--- src/rtl/gtq_pkg.sv ---
// Purpose: constants and types for the group trigger qualifier
// Assumes: one 20 MHz clock, active-low asynchronous reset
// Notes: settings arrive as plain ports; there is no register bus
// Notes on behaviour
// - mask bits 8..11 select external, software, threshold, bus command; 12..15 read 0
// - once armed, each enabled non-threshold source sets a sticky flag
// - and mode fires only after every selected condition was captured
// - threshold is never latched; in and mode it counts after the rest
// - per-group slope picks rising or falling external edge
// - one shared external edge detector; latest arm sets the edge
// - slope threshold detects signed crossing in the programmed direction
// - a sample already beyond the level at arm needs a fresh crossing
// - level modes trigger while sample is above or below level
// - one channel of the group is the threshold source, last named wins
// - at arm with threshold selected, error if source channel disabled or level out of range
// - threshold readback returns all four groups regardless of state
// - threshold quantised to range/128, floor of code/256, reported back
// - a level beyond the channel range quantises as the 20 V range
// - unnamed group or channel defaults to 0
// - a group may follow another group's trigger in the same cycle
// - any-channel modes trigger when any active channel is above or below
// - trigger location recorded relative to memory address 0
// - memory written once per four conversions
// - threshold offset is 0, 0..1 or 0..3 for four, two or one channel; the code always reports offset 0
// - non-threshold sources add two locations of compensation
// - each group has and/or combining, or after reset
`default_nettype none

package gtq_pkg;
   localparam int NUM_GROUPS   = 4;
   localparam int NUM_CHANNELS = 4;
   localparam int MASK_W       = 16;
   localparam int SAMPLE_W     = 16;
   localparam int ADDR_W       = 16;
   localparam int TTL_LINES    = 8;
   localparam int BIT_EXT      = 8;
   localparam int BIT_SOFT     = 9;
   localparam int BIT_THRESH   = 10;
   localparam int BIT_BUSCMD   = 11;
   localparam int USED_BITS    = 12;
   localparam logic [MASK_W-1:0] MASK_USED = 16'h0_FFF;
   localparam logic [MASK_W-1:0] MASK_RESET = 16'h0_200;
   // level is kept as a byte: sample code divided by 256, floored
   localparam int LEVEL_W      = 8;
   localparam int LEVEL_SHIFT  = 8;
   localparam logic [ADDR_W-1:0] COMP_LOCATIONS = 16'h0_002;
   localparam logic [1:0] DEFAULT_GROUP   = 2'h0;
   localparam logic [1:0] DEFAULT_CHANNEL = 2'h0;
   localparam logic [1:0] WRITES_EVERY    = 2'h3;

   typedef enum logic [2:0] {
      gtq_rising_cross_level  = 3'b000,
      gtq_falling_cross_level = 3'b001,
      gtq_above_level_mode    = 3'b010,
      gtq_below_level_mode    = 3'b011,
      gtq_any_channel_above_mode = 3'b100,
      gtq_any_channel_below_mode = 3'b101
   } gtq_thresh_mode_type;

   typedef enum logic [1:0] {
      gtq_idle      = 2'b00,
      gtq_armed     = 2'b01,
      gtq_triggered = 2'b10
   } gtq_state_type;
endpackage

`default_nettype wire

--- src/rtl/gtq_input_sync.sv ---
// Purpose: three-flop synchroniser with agreement filter for pin inputs
// Assumes: input asynchronous to clk_i
// Notes: output changes only when stages two and three agree
`default_nettype none

module gtq_input_sync #(
   parameter int WIDTH = 9
) (
   // clock and reset
   input  wire logic             clk_i,
   input  wire logic             resetn_i,
   // data
   input  wire logic [WIDTH-1:0] async_i,
   output logic      [WIDTH-1:0] sync_o
);
   typedef struct packed {
      logic [WIDTH-1:0] s1;
      logic [WIDTH-1:0] s2;
      logic [WIDTH-1:0] s3;
      logic [WIDTH-1:0] q;
   } gtq_sync_type;

   gtq_sync_type r;
   gtq_sync_type next_r;

   always_comb begin
      next_r    = r;
      next_r.s1 = async_i;
      next_r.s2 = r.s1;
      next_r.s3 = r.s2;
      for (int i = 0; i < WIDTH; i++) begin
         // first stage is read only by the second
         if (r.s2[i] == r.s3[i]) begin
            next_r.q[i] = r.s3[i];
         end
      end
   end

   always_ff @(posedge clk_i or negedge resetn_i) begin
      if (!resetn_i) begin
         r <= '0;
      end else begin
         r <= next_r;
      end
   end

   assign sync_o = r.q;
endmodule // gtq_input_sync

`default_nettype wire

--- src/rtl/gtq_qualifier.sv ---
// Purpose: trigger qualification for all channel groups of a digitizer
// Assumes: host parser has already decoded its commands; the level is quantised here
// Notes: one shared external edge detector serves every group
`default_nettype none

module gtq_qualifier
   import gtq_pkg::*;
#(
   parameter int GROUPS   = gtq_pkg::NUM_GROUPS,
   parameter int CHANNELS = gtq_pkg::NUM_CHANNELS
) (
   // clock and reset
   input  wire logic                         clk_i,
   input  wire logic                         resetn_i,
   // pins from the backplane and front panel
   input  wire logic [gtq_pkg::TTL_LINES-1:0] ttl_trig_i,
   input  wire logic                         ext_trig_i,
   // per-group settings from the host
   input  wire logic [GROUPS-1:0][gtq_pkg::MASK_W-1:0] src_mask_i,
   input  wire logic [GROUPS-1:0]            and_mode_i,
   input  wire logic [GROUPS-1:0]            set_logic_i,
   input  wire logic [GROUPS-1:0]            ext_rising_i,
   input  wire gtq_pkg::gtq_thresh_mode_type [GROUPS-1:0] thresh_mode_i,
   input  wire logic [GROUPS-1:0][1:0]       thresh_chan_i,
   input  wire logic [GROUPS-1:0]            thresh_chan_named_i,
   input  wire logic signed [GROUPS-1:0][gtq_pkg::SAMPLE_W-1:0] level_req_i,
   input  wire logic [GROUPS-1:0][gtq_pkg::SAMPLE_W-1:0] range_code_i,
   input  wire logic [GROUPS-1:0]            follow_enable_i,
   input  wire logic [GROUPS-1:0][1:0]       follow_group_source_i,
   input  wire logic [GROUPS-1:0]            set_thresh_i,
   input  wire logic [1:0]                   set_group_i,
   input  wire logic                         set_group_named_i,
   input  wire logic [GROUPS-1:0][CHANNELS-1:0] chan_enable_i,
   // actions from the host
   input  wire logic [GROUPS-1:0]            arm_i,
   input  wire logic [GROUPS-1:0]            soft_trig_i,
   input  wire logic [GROUPS-1:0]            bus_trig_i,
   // sample stream at memory write time
   input  wire logic [GROUPS-1:0]            mem_write_i,
   input  wire logic [GROUPS-1:0][gtq_pkg::ADDR_W-1:0] mem_addr_i,
   input  wire logic [GROUPS-1:0][CHANNELS-1:0][gtq_pkg::SAMPLE_W-1:0] sample_i,
   // readback and status
   output logic [GROUPS-1:0][gtq_pkg::MASK_W-1:0] mask_rb_o,
   output logic signed [GROUPS-1:0][gtq_pkg::LEVEL_W-1:0] level_rb_o,
   output logic [GROUPS-1:0][1:0]            thresh_chan_rb_o,
   output logic [GROUPS-1:0]                 and_mode_rb_o,
   output logic [GROUPS-1:0]                 armed_o,
   output logic [GROUPS-1:0]                 group_trig_o,
   output logic [GROUPS-1:0]                 triggered_o,
   output logic [GROUPS-1:0][gtq_pkg::ADDR_W-1:0] trig_offset_o,
   output logic [GROUPS-1:0]                 arm_error_o,
   output logic                              ext_edge_rising_o
);
   typedef struct packed {
      gtq_state_type [GROUPS-1:0]                state;
      logic [GROUPS-1:0][MASK_W-1:0]            mask;
      logic [GROUPS-1:0]                        and_mode;
      logic [GROUPS-1:0][1:0]                   tchan;
      logic signed [GROUPS-1:0][LEVEL_W-1:0]    level;
      logic [GROUPS-1:0][USED_BITS-1:0]         sticky;
      logic [GROUPS-1:0]                        was_beyond;
      logic [GROUPS-1:0]                        err;
      logic [GROUPS-1:0][ADDR_W-1:0]            offset;
      logic [GROUPS-1:0]                        fired;
      logic                                     ext_rising;
      logic                                     ext_prev;
   } gtq_state_reg_type;

   gtq_state_reg_type r;
   gtq_state_reg_type next_r;

   logic [TTL_LINES:0] pins_sync;
   logic [GROUPS-1:0]  fire_own;
   logic [GROUPS-1:0]  fire;
   logic [GROUPS-1:0]  thr_fire;
   logic               ext_event;

   gtq_input_sync #(
      .WIDTH (TTL_LINES + 1)
   ) u_sync (
      .clk_i    (clk_i),
      .resetn_i (resetn_i),
      .async_i  ({ext_trig_i, ttl_trig_i}),
      .sync_o   (pins_sync)
   );

   // one shared detector; polarity follows the most recent arm
   assign ext_event = r.ext_rising ? (pins_sync[TTL_LINES] & ~r.ext_prev)
                                   : (~pins_sync[TTL_LINES] & r.ext_prev);

   // level quantised: floor(code/256); arithmetic shift floors negatives
   function automatic logic signed [LEVEL_W-1:0] quantise(
      input logic signed [SAMPLE_W-1:0] req,
      input logic [SAMPLE_W-1:0]        rng
   );
      logic signed [SAMPLE_W-1:0] q;
      q = req >>> LEVEL_SHIFT;
      // out-of-range request: code already on full 20 V scale
      if ((req > $signed(rng)) || (req < -$signed(rng))) begin
         q = req >>> LEVEL_SHIFT;
      end
      return q[LEVEL_W-1:0];
   endfunction

   function automatic logic signed [LEVEL_W-1:0] samp_level(
      input logic [SAMPLE_W-1:0] s
   );
      logic signed [SAMPLE_W-1:0] t;
      t = $signed(s) >>> LEVEL_SHIFT;
      return t[LEVEL_W-1:0];
   endfunction

   // threshold compares on written data, group by group
   generate
      for (genvar g = 0; g < GROUPS; g++) begin : g_thr
         logic signed [LEVEL_W-1:0] src;
         logic signed [LEVEL_W-1:0] lvl;
         logic [CHANNELS-1:0]       above;
         logic [CHANNELS-1:0]       below;
         logic                      hit;
         always_comb begin
            src = samp_level(sample_i[g][r.tchan[g]]);
            // an element select drops the sign; compare on a signed copy
            lvl = r.level[g];
            for (int c = 0; c < CHANNELS; c++) begin
               above[c] = chan_enable_i[g][c] &&
                  (samp_level(sample_i[g][c]) > lvl);
               below[c] = chan_enable_i[g][c] &&
                  (samp_level(sample_i[g][c]) < lvl);
            end
            case (thresh_mode_i[g])
               gtq_rising_cross_level:  hit = r.was_beyond[g] == 1'b0 &&
                                              src > lvl;
               gtq_falling_cross_level: hit = r.was_beyond[g] == 1'b0 &&
                                              src < lvl;
               gtq_above_level_mode:    hit = src > lvl;
               gtq_below_level_mode:    hit = src < lvl;
               gtq_any_channel_above_mode: hit = |above;
               gtq_any_channel_below_mode: hit = |below;
               default:                 hit = 1'b0;
            endcase
            thr_fire[g] = mem_write_i[g] && r.state[g] == gtq_armed &&
                          r.mask[g][BIT_THRESH] && hit;
         end
      end
   endgenerate

   // own firing: and mode needs every captured flag, threshold last
   always_comb begin
      for (int g = 0; g < GROUPS; g++) begin
         logic [USED_BITS-1:0] now;
         logic [USED_BITS-1:0] sel;
         logic [USED_BITS-1:0] have;
         now = '0;
         now[TTL_LINES-1:0] = pins_sync[TTL_LINES-1:0];
         now[BIT_EXT]    = ext_event;
         now[BIT_SOFT]   = soft_trig_i[g];
         now[BIT_BUSCMD] = bus_trig_i[g];
         sel  = r.mask[g][USED_BITS-1:0];
         have = r.sticky[g] | (now & sel);
         have[BIT_THRESH] = thr_fire[g];
         if (r.state[g] != gtq_armed) begin
            fire_own[g] = 1'b0;
         end else if (r.and_mode[g]) begin
            fire_own[g] = (sel != '0) && ((have & sel) == sel);
         end else begin
            fire_own[g] = |(have & sel);
         end
      end
   end

   // followers fire in the same cycle as their source, through chains
   always_comb begin
      fire = fire_own;
      for (int pass = 0; pass < GROUPS; pass++) begin
         for (int g = 0; g < GROUPS; g++) begin
            if (follow_enable_i[g] && r.state[g] == gtq_armed &&
                fire[follow_group_source_i[g]]) begin
               fire[g] = 1'b1;
            end
         end
      end
   end

   always_comb begin
      next_r          = r;
      next_r.ext_prev = pins_sync[TTL_LINES];
      for (int g = 0; g < GROUPS; g++) begin
         logic [USED_BITS-1:0] now;
         logic [1:0]           grp;
         logic signed [LEVEL_W-1:0] cur;
         now = '0;
         grp = set_group_named_i ? set_group_i : DEFAULT_GROUP;
         cur = samp_level(sample_i[g][r.tchan[g]]);
         now[TTL_LINES-1:0] = pins_sync[TTL_LINES-1:0];
         now[BIT_EXT]    = ext_event;
         now[BIT_SOFT]   = soft_trig_i[g];
         now[BIT_BUSCMD] = bus_trig_i[g];
         if (set_logic_i[g]) begin
            next_r.and_mode[g] = and_mode_i[g];
         end
         if (set_thresh_i[g] && grp == g[1:0]) begin
            next_r.mask[g]  = src_mask_i[g] & MASK_USED;
            next_r.tchan[g] = thresh_chan_named_i[g] ? thresh_chan_i[g]
                                                     : DEFAULT_CHANNEL;
            next_r.level[g] = quantise(level_req_i[g], range_code_i[g]);
         end
         case (r.state[g])
            gtq_idle, gtq_triggered: begin
               if (arm_i[g]) begin
                  next_r.state[g]   = gtq_armed;
                  next_r.sticky[g]  = '0;
                  next_r.fired[g]   = 1'b0;
                  next_r.offset[g]  = '0;
                  next_r.ext_rising = ext_rising_i[g];
                  // beyond the level at arm blocks until it returns
                  next_r.was_beyond[g] = 1'b1;
                  next_r.err[g] = r.mask[g][BIT_THRESH] &&
                     (!chan_enable_i[g][r.tchan[g]] ||
                      $signed(r.level[g]) >
                      $signed(samp_level(range_code_i[g])) ||
                      $signed(r.level[g]) <
                      -$signed(samp_level(range_code_i[g])));
               end
            end
            gtq_armed: begin
               // sticky capture of every selected non-threshold source
               next_r.sticky[g] = r.sticky[g] |
                  (now & r.mask[g][USED_BITS-1:0]);
               next_r.sticky[g][BIT_THRESH] = 1'b0;
               if (mem_write_i[g]) begin
                  case (thresh_mode_i[g])
                     gtq_rising_cross_level:
                        next_r.was_beyond[g] = cur > $signed(r.level[g]);
                     gtq_falling_cross_level:
                        next_r.was_beyond[g] = cur < $signed(r.level[g]);
                     default: next_r.was_beyond[g] = 1'b0;
                  endcase
               end
               if (fire[g]) begin
                  next_r.state[g] = gtq_triggered;
                  next_r.fired[g] = 1'b1;
                  // threshold reports the written address itself
                  if (thr_fire[g]) begin
                     next_r.offset[g] = mem_addr_i[g];
                  end else begin
                     next_r.offset[g] = mem_addr_i[g] + COMP_LOCATIONS;
                  end
               end
            end
            default: next_r.state[g] = gtq_idle;
         endcase
      end
   end

   always_ff @(posedge clk_i or negedge resetn_i) begin
      if (!resetn_i) begin
         r          <= '0;
         r.and_mode <= '0;
         for (int g = 0; g < GROUPS; g++) begin
            r.mask[g] <= MASK_RESET;
         end
      end else begin
         r <= next_r;
      end
   end

   // readback covers every group whatever its state
   assign mask_rb_o         = r.mask;
   assign level_rb_o        = r.level;
   assign thresh_chan_rb_o  = r.tchan;
   assign and_mode_rb_o     = r.and_mode;
   assign group_trig_o      = fire;
   assign triggered_o       = r.fired;
   assign trig_offset_o     = r.offset;
   assign arm_error_o       = r.err;
   assign ext_edge_rising_o = r.ext_rising;

   always_comb begin
      for (int g = 0; g < GROUPS; g++) begin
         armed_o[g] = r.state[g] == gtq_armed;
      end
   end
endmodule // gtq_qualifier

`default_nettype wire

--- config.mk ---
export PLATFORM = sky130hd
export DESIGN_NAME = gtq_qualifier
export DESIGN_NICKNAME = d
export VERILOG_FILES = /design/src/rtl/gtq_pkg.sv /design/src/rtl/gtq_input_sync.sv /design/src/rtl/gtq_qualifier.sv
export SDC_FILE = /design/constraint.sdc
export NUM_CORES = 1
export LEC_CHECK = 0
export BUFFER_PORTS_ARGS = -buffer_cell sky130_fd_sc_hd__buf_2
export CORE_AREA = 2 2 311 313
export DETAILED_ROUTE_END_ITERATION = 12
export DIE_AREA = 0 0 313 315
export PLACE_DENSITY = 0.38
export SYNTH_ARGS = -nofsm -noshare
export SYNTH_HDL_FRONTEND = slang
export SYNTH_HIERARCHICAL = 1
export SYNTH_SLANG_ARGS = --single-unit
--- constraint.sdc ---
create_clock -name clk_i -period 9.9 [get_ports clk_i]
set_clock_uncertainty 0.15 [all_clocks]
set_input_delay 1.485 -clock clk_i [delete_from_list [all_inputs] [get_ports clk_i]]
set_output_delay 1.485 -clock clk_i [all_outputs]
set_load 0.01 [all_outputs]
After elaboration in Yosys (flattened, before gate mapping):

Cells that the tools add are included.
Widths: inputs -> output; s select.

* output and inout bits: 189
* logic and storage cells: 501
* register bits: 262
* input bits: 610

* reduce and logical (&&, ||, !) cells: 149
* order comparisons: 56
* bitwise operators: 20
* $add $sub $neg: 8
* eq/ne operators: 60
* multiplexer cells: 154

Operator list (count)
* $mux 16: 16
* $gt 8x8->1: 24
* $lt 8x8->1: 24
* $bmux 16 s2: 4
* $pmux 16 s2: 4
* $and 12x12->12: 8
* $pmux 12 s2: 4
* $logic_and 1x1->1: 84
* $mux 1: 67
* $add 16x2->16 const B: 4
* $eq 12x12->1: 4
* $mux 12: 4
* $or 12x12->12: 4
* $reduce_bool 12->1: 4
* $reduce_or 12->1: 4
* $bmux 1 s2: 20
* $neg 8->8: 4
* $reduce_or 4->1: 8
* $mux 2: 15
* $eq 3x2->1 const B: 8
* $eq 3x3->1 const B: 8
* $lt 2x3->1 const B: 8
* $pmux 1 s2: 12
* $pmux 1 s6: 4
* other kinds (17): 101

Longest topological paths before layout:

Gate-level depths: netlist (run 1).

* word-level depth: 77
* gate-level depth with buffers: 24

Hierarchy:

The synthesis (run 1) kept the hierarchy.

Modules (own cells, without submodules)
* gtq_qualifier: cells an instance 2207, sequential area each 5560.3 um^2, times used 1, area an instance 19824.0 um^2
* gtq_input_sync: cells an instance 54, sequential area each 900.9 um^2, times used 1, area an instance 1069.8 um^2

Least setup slack after synthesis (run 1):

OpenSTA, ideal clock, no wires.

* path kind: input to output
* from: input port sample_i[125] in the netlist's numbering
* to: output port group_trig_o[1]
* data required time: 8.265 ns
* stages on the path: 20
* arrival time: 5.867 ns
* slack: 2.398 ns
* path through: mux4_2 -> ha_1 -> a21o_1 -> a21oi_1 -> mux2_1 -> a221oi_1 -> o22ai_1 -> a21boi_2 -> o31ai_4 -> a311oi_2 -> nor2_2 -> o311ai_0 -> o22ai_1 -> a21oi_1 -> o21ai_2 -> nor3b_4 -> nor2_4 -> o311ai_4 -> inv_4 -> buf_8

* cells in the longest elaborated chain, start to end: 67

Ends and longest elaborated chain
* start: declaration: RTL line gtq_qualifier.sv:41 `input wire logic [GROUPS-1:0][CHANNELS-1:0][gtq_pkg::SAMPLE_W-1:0] sample_i,`
* $bmux 16 s2: RTL line gtq_qualifier.sv:122 `src = samp_level(sample_i[g][r.tchan[g]]);`
* $mux 16 (not written as such): RTL line gtq_qualifier.sv:122
* $lt 8x8->1 / $gt 8x8->1 (equally long branches)
* $logic_and 1x1->1, on equally long branches: RTL line gtq_qualifier.sv:134, gtq_qualifier.sv:132
* $pmux 1 s6 *: RTL line gtq_qualifier.sv:131 `case (thresh_mode_i[g])`
* $logic_and 1x1->1 *: RTL line gtq_qualifier.sv:143 `r.mask[g][BIT_THRESH] && hit;`
* $and 12x12->12 *: RTL line gtq_qualifier.sv:165, gtq_qualifier.sv:167
* $eq 12x12->1: RTL line gtq_qualifier.sv:165 `fire_own[g] = (sel != '0) && ((have & sel) == sel);`
* [... 51 more ...]
* $bmux 1 s2: RTL line gtq_qualifier.sv:178 `fire[follow_group_source_i[g]]) begin`
* $mux 1 (not written as such): RTL line gtq_qualifier.sv:178
* $logic_and 1x1->1: RTL line gtq_qualifier.sv:177 `if (follow_enable_i[g] && r.state[g] == gtq_armed &&`
* $mux 1: RTL line gtq_qualifier.sv:177
* $bmux 1 s2: RTL line gtq_qualifier.sv:178
* $mux 1 (not written as such): RTL line gtq_qualifier.sv:178
* $logic_and 1x1->1: RTL line gtq_qualifier.sv:177
* $mux 1 *: RTL line gtq_qualifier.sv:177
* end: declaration: RTL line gtq_qualifier.sv:48 `output logic [GROUPS-1:0] group_trig_o,`

Every way passes the cells marked *; elsewhere a longest branch is shown, timed or not. The select of a mux whose other input is x is not followed.

Worst setup path in the final report (run 1):

* from: input port sample_i[93] in the netlist's numbering
* to: output port group_trig_o[1]

The elaborated chain is that of the path after synthesis.

==> results.toml, run 1 <==
[sta]
rsz0062_at_grt = "no"
hold_viol = 0
max_freq_mhz = 113.8
slew_viol_final = 0
finalCritPeriodShare_pct = 88.79
tns_ns = 0
setup-violations-final = 0
maxSlewHeadroom_pct = 26.52
timing.hold.ws_ns = 0.1997
worstMarginPinSlew_ns = 1.099
period_needed_ns = 8.790

[synth]
ys_dominant_reg_cell = "dfrtp_1"
async_flop_share_pct = 100.0
avgSynthCellArea_um2 = 9.241
post_synth_and_or_nand_nor_area_fraction_pct = 15.99
yosysSeqAreaShare_pct = 30.92
ys_ff_latch = 258
netlist-cell-type-count = 100
synthCells = 2261
yosys_warnings = 6
synthXorXnorAreaFrac_pct = 3.395
muxShareOfSynthArea_pct = 9.522
synthAdderAreaFrac_pct = 14.14
synth_edf_count = 0
synth_top_family_by_area = "simple AND/OR/NAND/NOR gates"
syn-cell-area_mm2 = 0.02089
synth_compound_area_share_pct = 15.07

[drt]
drtPass1Iterations = 7
drt-initial-drc-count = 1029
drt-total-wl_mm = 81.05
vias = 18210
ant_nets = 0
vias_per_cell = 4.597
wl_per_cell_um = 20.47
drc = 0

[clock_network]
clk_latency_ns = 0.60
post_cts_buffers = 0
ctsResizeCount = 0
cts.clk_slew.worst_paths_ns = 0.05
cts_tree = "built"
htreeDepth = 2
clock_tree.root_cell = "clkbuf_16"
clk_path_buf_depth = 3
cts-buffers-inserted = 40
hold_buffers = 0
clock-sinks = 258

[global_route]
grt_overflow = 0
grt_max_degree = 99
track_usage_pct = 16.14
antenna_found_initial = 32
grt_pass1_vias = 18870
grt_pass1_wl_mm = 120.5

[setup_path]
cp.required_ns = 8.27
crit_type = "in -> out"
cp.arrival_ns = 7.16
critPathCaptureType = "primary output"
cp_max_fo = 36
start_kind = "primary input"

[floorplan]
fp.dieH_um = 315
die_width_um = 313
io_pins = 799
initial_utilization_pct = 21.83
num_rows = 114
coreArea_mm2 = 0.09571
dieArea_mm2 = 0.09860

[worst_hold_path]
hold_class = "reg -> reg"

[place]
gp_congestion = 0.8687
hpwl_mm = 65.78
numPortBuffers = 574

[layout]
drive_above_1_share_pct = 31.38
multiInputGateArea_mm2 = 0.01221
fin_nets = 3491
syn_to_final_growth_pct = 20.30
seq_area_mm2 = 0.006461
n_fill_cell = 10390

[power_and_ir_drop]
p_per_area_mw_per_mm2 = 209.2
leakagePower_nw = 11.81
vdd_drop_max_v = 0.0001163

[status]
outcome = "finished, final reports clean"

[run]
drv_cap = 0
==> where the power goes <==
group          total, mW  internal, mW  switching [mW]
clock               1.38         0.822           0.561
sequential          1.69          1.36           0.334
combinational       2.18         0.903            1.28
==> final timing paths <==
path / slack, ns / from / cells after the start / end
worst max-delay path: 1.11 / sample_i[93] / 22 / group_trig_o[1]
min in group asynchronous: 0.83 / resetn_i / 1 / and_mode_rb_o[3]
worst min-delay path: 0.20 / u_sync/next_r[25] / 0 / u_sync/next_r[16]
worst min register to register: 0.20 / u_sync/next_r[25] / 0 / u_sync/next_r[16]
worst max register to register: 3.17 / thresh_chan_rb_o[2] / 21 / trig_offset_o[28]
max in group asynchronous: 6.81 / resetn_i / 3 / trig_offset_o[14]
==> cells in the mapped netlist, drive strengths merged, types with 16 or more instances <==
library cell	count	area, um^2
nand3	112	560.5
nor2	167	639.4
ha	228	2853
dfrtp	254	6356
mux2	86	968.4
nand4	46	287.8
a21oi	70	357.8
xor2	34	297.8
a31oi	55	350.3
xnor2	47	411.6
o31ai	16	158.9
nor4	17	106.4
o21ai	153	777.0
mux2i	21	210.2
inv	150	565.6
clkbuf	49	185.2
nand2	155	584.3
buf	210	1536
a21o	27	202.7
nor3	29	145.1
a22oi	24	180.2
nand2b	32	200.2
mux4	36	810.8
nor2b	36	240.2
a211oi	17	145.1
==> cells in the final DEF (no fill, tap or decap), types with 46 or more instances in the layout <==
master     n
a21oi_1   68
a31oi_1   54
buf_2    573
dfrtp_1  254
ha_1     228
inv_1    149
mux2_2    85
nand2_1  154
nand3_1  112
nand4_1   46
nor2_1   164
o21ai_0  146
xnor2_1   47
==> area by class of cell <==
class | instances | share of cell area (%)
timing repair buffer | 594 | 12.07
tap | 1276 | 6.352
antenna | 4 | 0.03982
multi-input combinational | 1609 | 48.57
clock inverter | 14 | 0.5277
sequential | 258 | 25.71
clock buffer | 55 | 4.485
inverter | 150 | 2.250
==> logic make-up after synthesis <==
kind of cell / Yosys count
adders and majority gates: 237
DFF: 258
AOI/OAI and AO/OA: 465
xor gates and xnor gates: 81
and+or+nand+nor: 667
buffers and inverters: 409
other: 1
muxes: 143
==> through the flow <==
step	cell area [um^2]	utilization [%]	total power, mW	cells	setup slack (ns)
6_report	25140	26.26	5.258	3960	1.110
3_3_place_gp	23870	24.94	3.904	3887	1.004
2_1_floorplan	20950	-	3.259	2276	2.398
4_1_cts	25130	26.25	5.396	3956	1.020
3_5_place_dp	23870	24.94	3.937	3887	1.042
5_1_grt	25130	26.26	5.712	3958	0.6583
==> critical path: stages <==
cell and delay [ns]:
buf_2 0.13, mux4_2 0.46, ha_1 0.30, a21o_1 0.18, a21oi_1 0.24, mux2_1 0.36
a221oi_1 0.37, o22ai_1 0.26, a21boi_2 0.38, o31ai_4 0.15, a311oi_1 0.39, a21oi_2 0.16
nor3_1 0.43, o22ai_1 0.25, nand2_1 0.14, a31oi_2 0.09, buf_4 0.26, a21oi_1 0.26
a21o_1 0.19, o311ai_4 0.18, inv_4 0.28, buf_2 0.20
==> per-layer routing <==
layer  GRT usage, %  part of all wire, %  vias to the layer above
li1               -                    -                     8773
met1          20.52                   44                     8741
met2          27.02                   47                      545
met3          3.993                  6.4                      121
met4          4.676                  2.4                       26
met5              0                 0.20                        -
==> flip-flops by register name (all words and copies together), names as in the netlist <==
signal and cells:
trig_offset_o 64, arm_error_o 4, mask_rb_o 48, r 57, thresh_chan_rb_o 8, and_mode_rb_o 4, ext_edge_rising_o 1, u_sync/sync_o 9
u_sync/next_r 18, g_thr.lvl 32, triggered_o 4, u_sync/r 9
No activity file was read; power rests on OpenSTA's default activity.
==> run 2, diff against run 1 <==
RECOVER_POWER = 25   (was default)
==> run 2 against run 1 <==
The flow now finishes with violations (capacitance limit, slew limit). Clock power barely moved. Critical endpoint unchanged. Sequential share of layout area is essentially flat. Via count increased by 0.32%. Power decreased by 0.17%. Flip-flop and latch count unchanged. Non-clock buffer count stayed put.
==> results.toml, run 2 (synthesis gave the netlist of run 1 again) <==
[global_route]
grt_overflow = 0
grt_pass1_wl_mm = 120.5
antenna_found_initial = 32
track_usage_pct = 16.14
grt_pass1_vias = 18870
grt_max_degree = 99

[layout]
syn_to_final_growth_pct = 20.12
final_common_cell = "buf_2"
n_fill_cell = 10400
fin_nets = 3491
largest_register_ffs = 64
stdcell_area_mm2 = 0.02510
seq_area_mm2 = 0.006461
drive_above_1_share_pct = 30.71
final_cell_mix = "569 x buf_2, 254 x dfrtp_1, 228 x ha_1"
multiInputGateArea_mm2 = 0.01220

[drt]
wl_per_cell_um = 20.47
drt-initial-drc-count = 969
drc = 0
ant_nets = 0
drt-total-wl_mm = 81.10
vias_per_cell = 4.610
vias = 18260
drtPass1Iterations = 7

[status]
outcome = "finished, violations left"
failed_checks = "capacitance limit, slew limit"

[setup_path]
cp_max_fo = 36
cp.arrival_ns = 7.17
start_kind = "primary input"
crit_type = "in -> out"
critPathCaptureType = "primary output"
cp.required_ns = 8.27

[power_and_ir_drop]
internal_power_mw = 3.079
vdd_drop_max_v = 0.0001162
netSwitchingPower_mw = 2.171
p_clk_share_pct = 26.4
seq_power_share_pct = 32.2
p_per_area_mw_per_mm2 = 209.2
swShare_pct = 41.35
leakagePower_nw = 11.77
comb_power_share_pct = 41.4

[clock_network]
clk_path_buf_depth = 3
clk_latency_ns = 0.59
post_cts_buffers = 0
cts-buffers-inserted = 40
cts.clk_slew.worst_paths_ns = 0.05
cts_tree = "built"
ctsResizeCount = 0
clock-sinks = 258
hold_buffers = 0
htreeDepth = 2
clock_tree.root_cell = "clkbuf_16"

[floorplan]
coreArea_mm2 = 0.09571
dieArea_mm2 = 0.09860
io_pins = 799
fp.dieH_um = 315
die_width_um = 313
num_rows = 114
initial_utilization_pct = 21.83

[sta]
period_needed_ns = 8.806
rsz0062_at_grt = "no"
tns_ns = 0
hold_viol = 0
slew_viol_final = 99
finalCritPeriodShare_pct = 88.95
max_freq_mhz = 113.6
setup-violations-final = 0
worstMarginPinSlew_ns = 6.270
maxSlewHeadroom_pct = -318.0

[place]
hpwl_mm = 65.78
gp_congestion = 0.8687
numPortBuffers = 574
postPlaceCellArea_mm2 = 0.02387

[run]
drv_cap = 1

[worst_hold_path]
hold_class = "reg -> reg"
[run 2: metrics by stage]
step           hold slack [ns]  instances  setup WS [ns]  total power [mW]  util [%]
2_1_floorplan           0.1812       2276          2.398             3.259         -
3_3_place_gp            0.1875       3887          1.004             3.904     24.94
3_5_place_dp            0.1865       3887          1.042             3.937     24.94
4_1_cts                 0.1976       3956          1.020             5.396     26.25
5_1_grt                 0.2125       3958         0.6583             5.707     26.21
6_report                0.1992       3962          1.094             5.249     26.22
[run 2: critical path, stage by stage]
cell and delay [ns]:
buf_2 0.13, mux4_2 0.46, ha_1 0.30, a21o_1 0.18, a21oi_1 0.24, mux2_1 0.36
a221oi_1 0.37, o22ai_1 0.26, a21boi_2 0.38, o31ai_4 0.15, a311oi_1 0.39, a21oi_2 0.17
nor3_1 0.43, o22ai_1 0.26, nand2_1 0.14, a31oi_2 0.09, buf_4 0.25, a21oi_1 0.26
a21o_1 0.19, o311ai_4 0.18, inv_4 0.28, buf_2 0.20
[run 2: final timing paths]
check                                          from             endpoint  slack [ns]  depth (start not counted)
min in group asynchronous                  resetn_i  thresh_chan_rb_o[7]        3.11                          1
worst max register to register  thresh_chan_rb_o[2]    trig_offset_o[28]        3.17                         21
max in group asynchronous                  resetn_i    trig_offset_o[14]        2.67                          3
worst max-delay path                   sample_i[93]      group_trig_o[1]        1.09                         22
worst min register to register    u_sync/next_r[22]    u_sync/next_r[13]        0.20                          0
worst min-delay path              u_sync/next_r[22]    u_sync/next_r[13]        0.20                          0
[run 2: layer usage]
metal / vias up / wire length [um] / track usage, %
met2: 568 / 38450 / 27.02
met5: - / 149 / 0
met4: 24 / 1932 / 4.676
met1: 8770 / 35350 / 20.52
li1: 8785 / - / -
met3: 117 / 5219 / 3.993
[run 2: area by class of cell]
type	count	share of cell area [%]
timing repair buffer	594	11.96
antenna	6	0.05982
clock buffer	55	4.492
sequential	258	25.74
multi-input combinational	1609	48.60
clock inverter	14	0.5284
tap	1276	6.361
inverter	150	2.253
[run 2: power groups by stage]
stage                     registers, mW  logic [mW]  clock network, mW
after floorplan                    1.55        1.71                  0
after global placement             1.71        2.20                  0
after detailed placement           1.72        2.22                  0
after CTS                          1.70        2.23               1.46
after global routing               1.75        2.46               1.50
final                              1.69        2.17               1.38
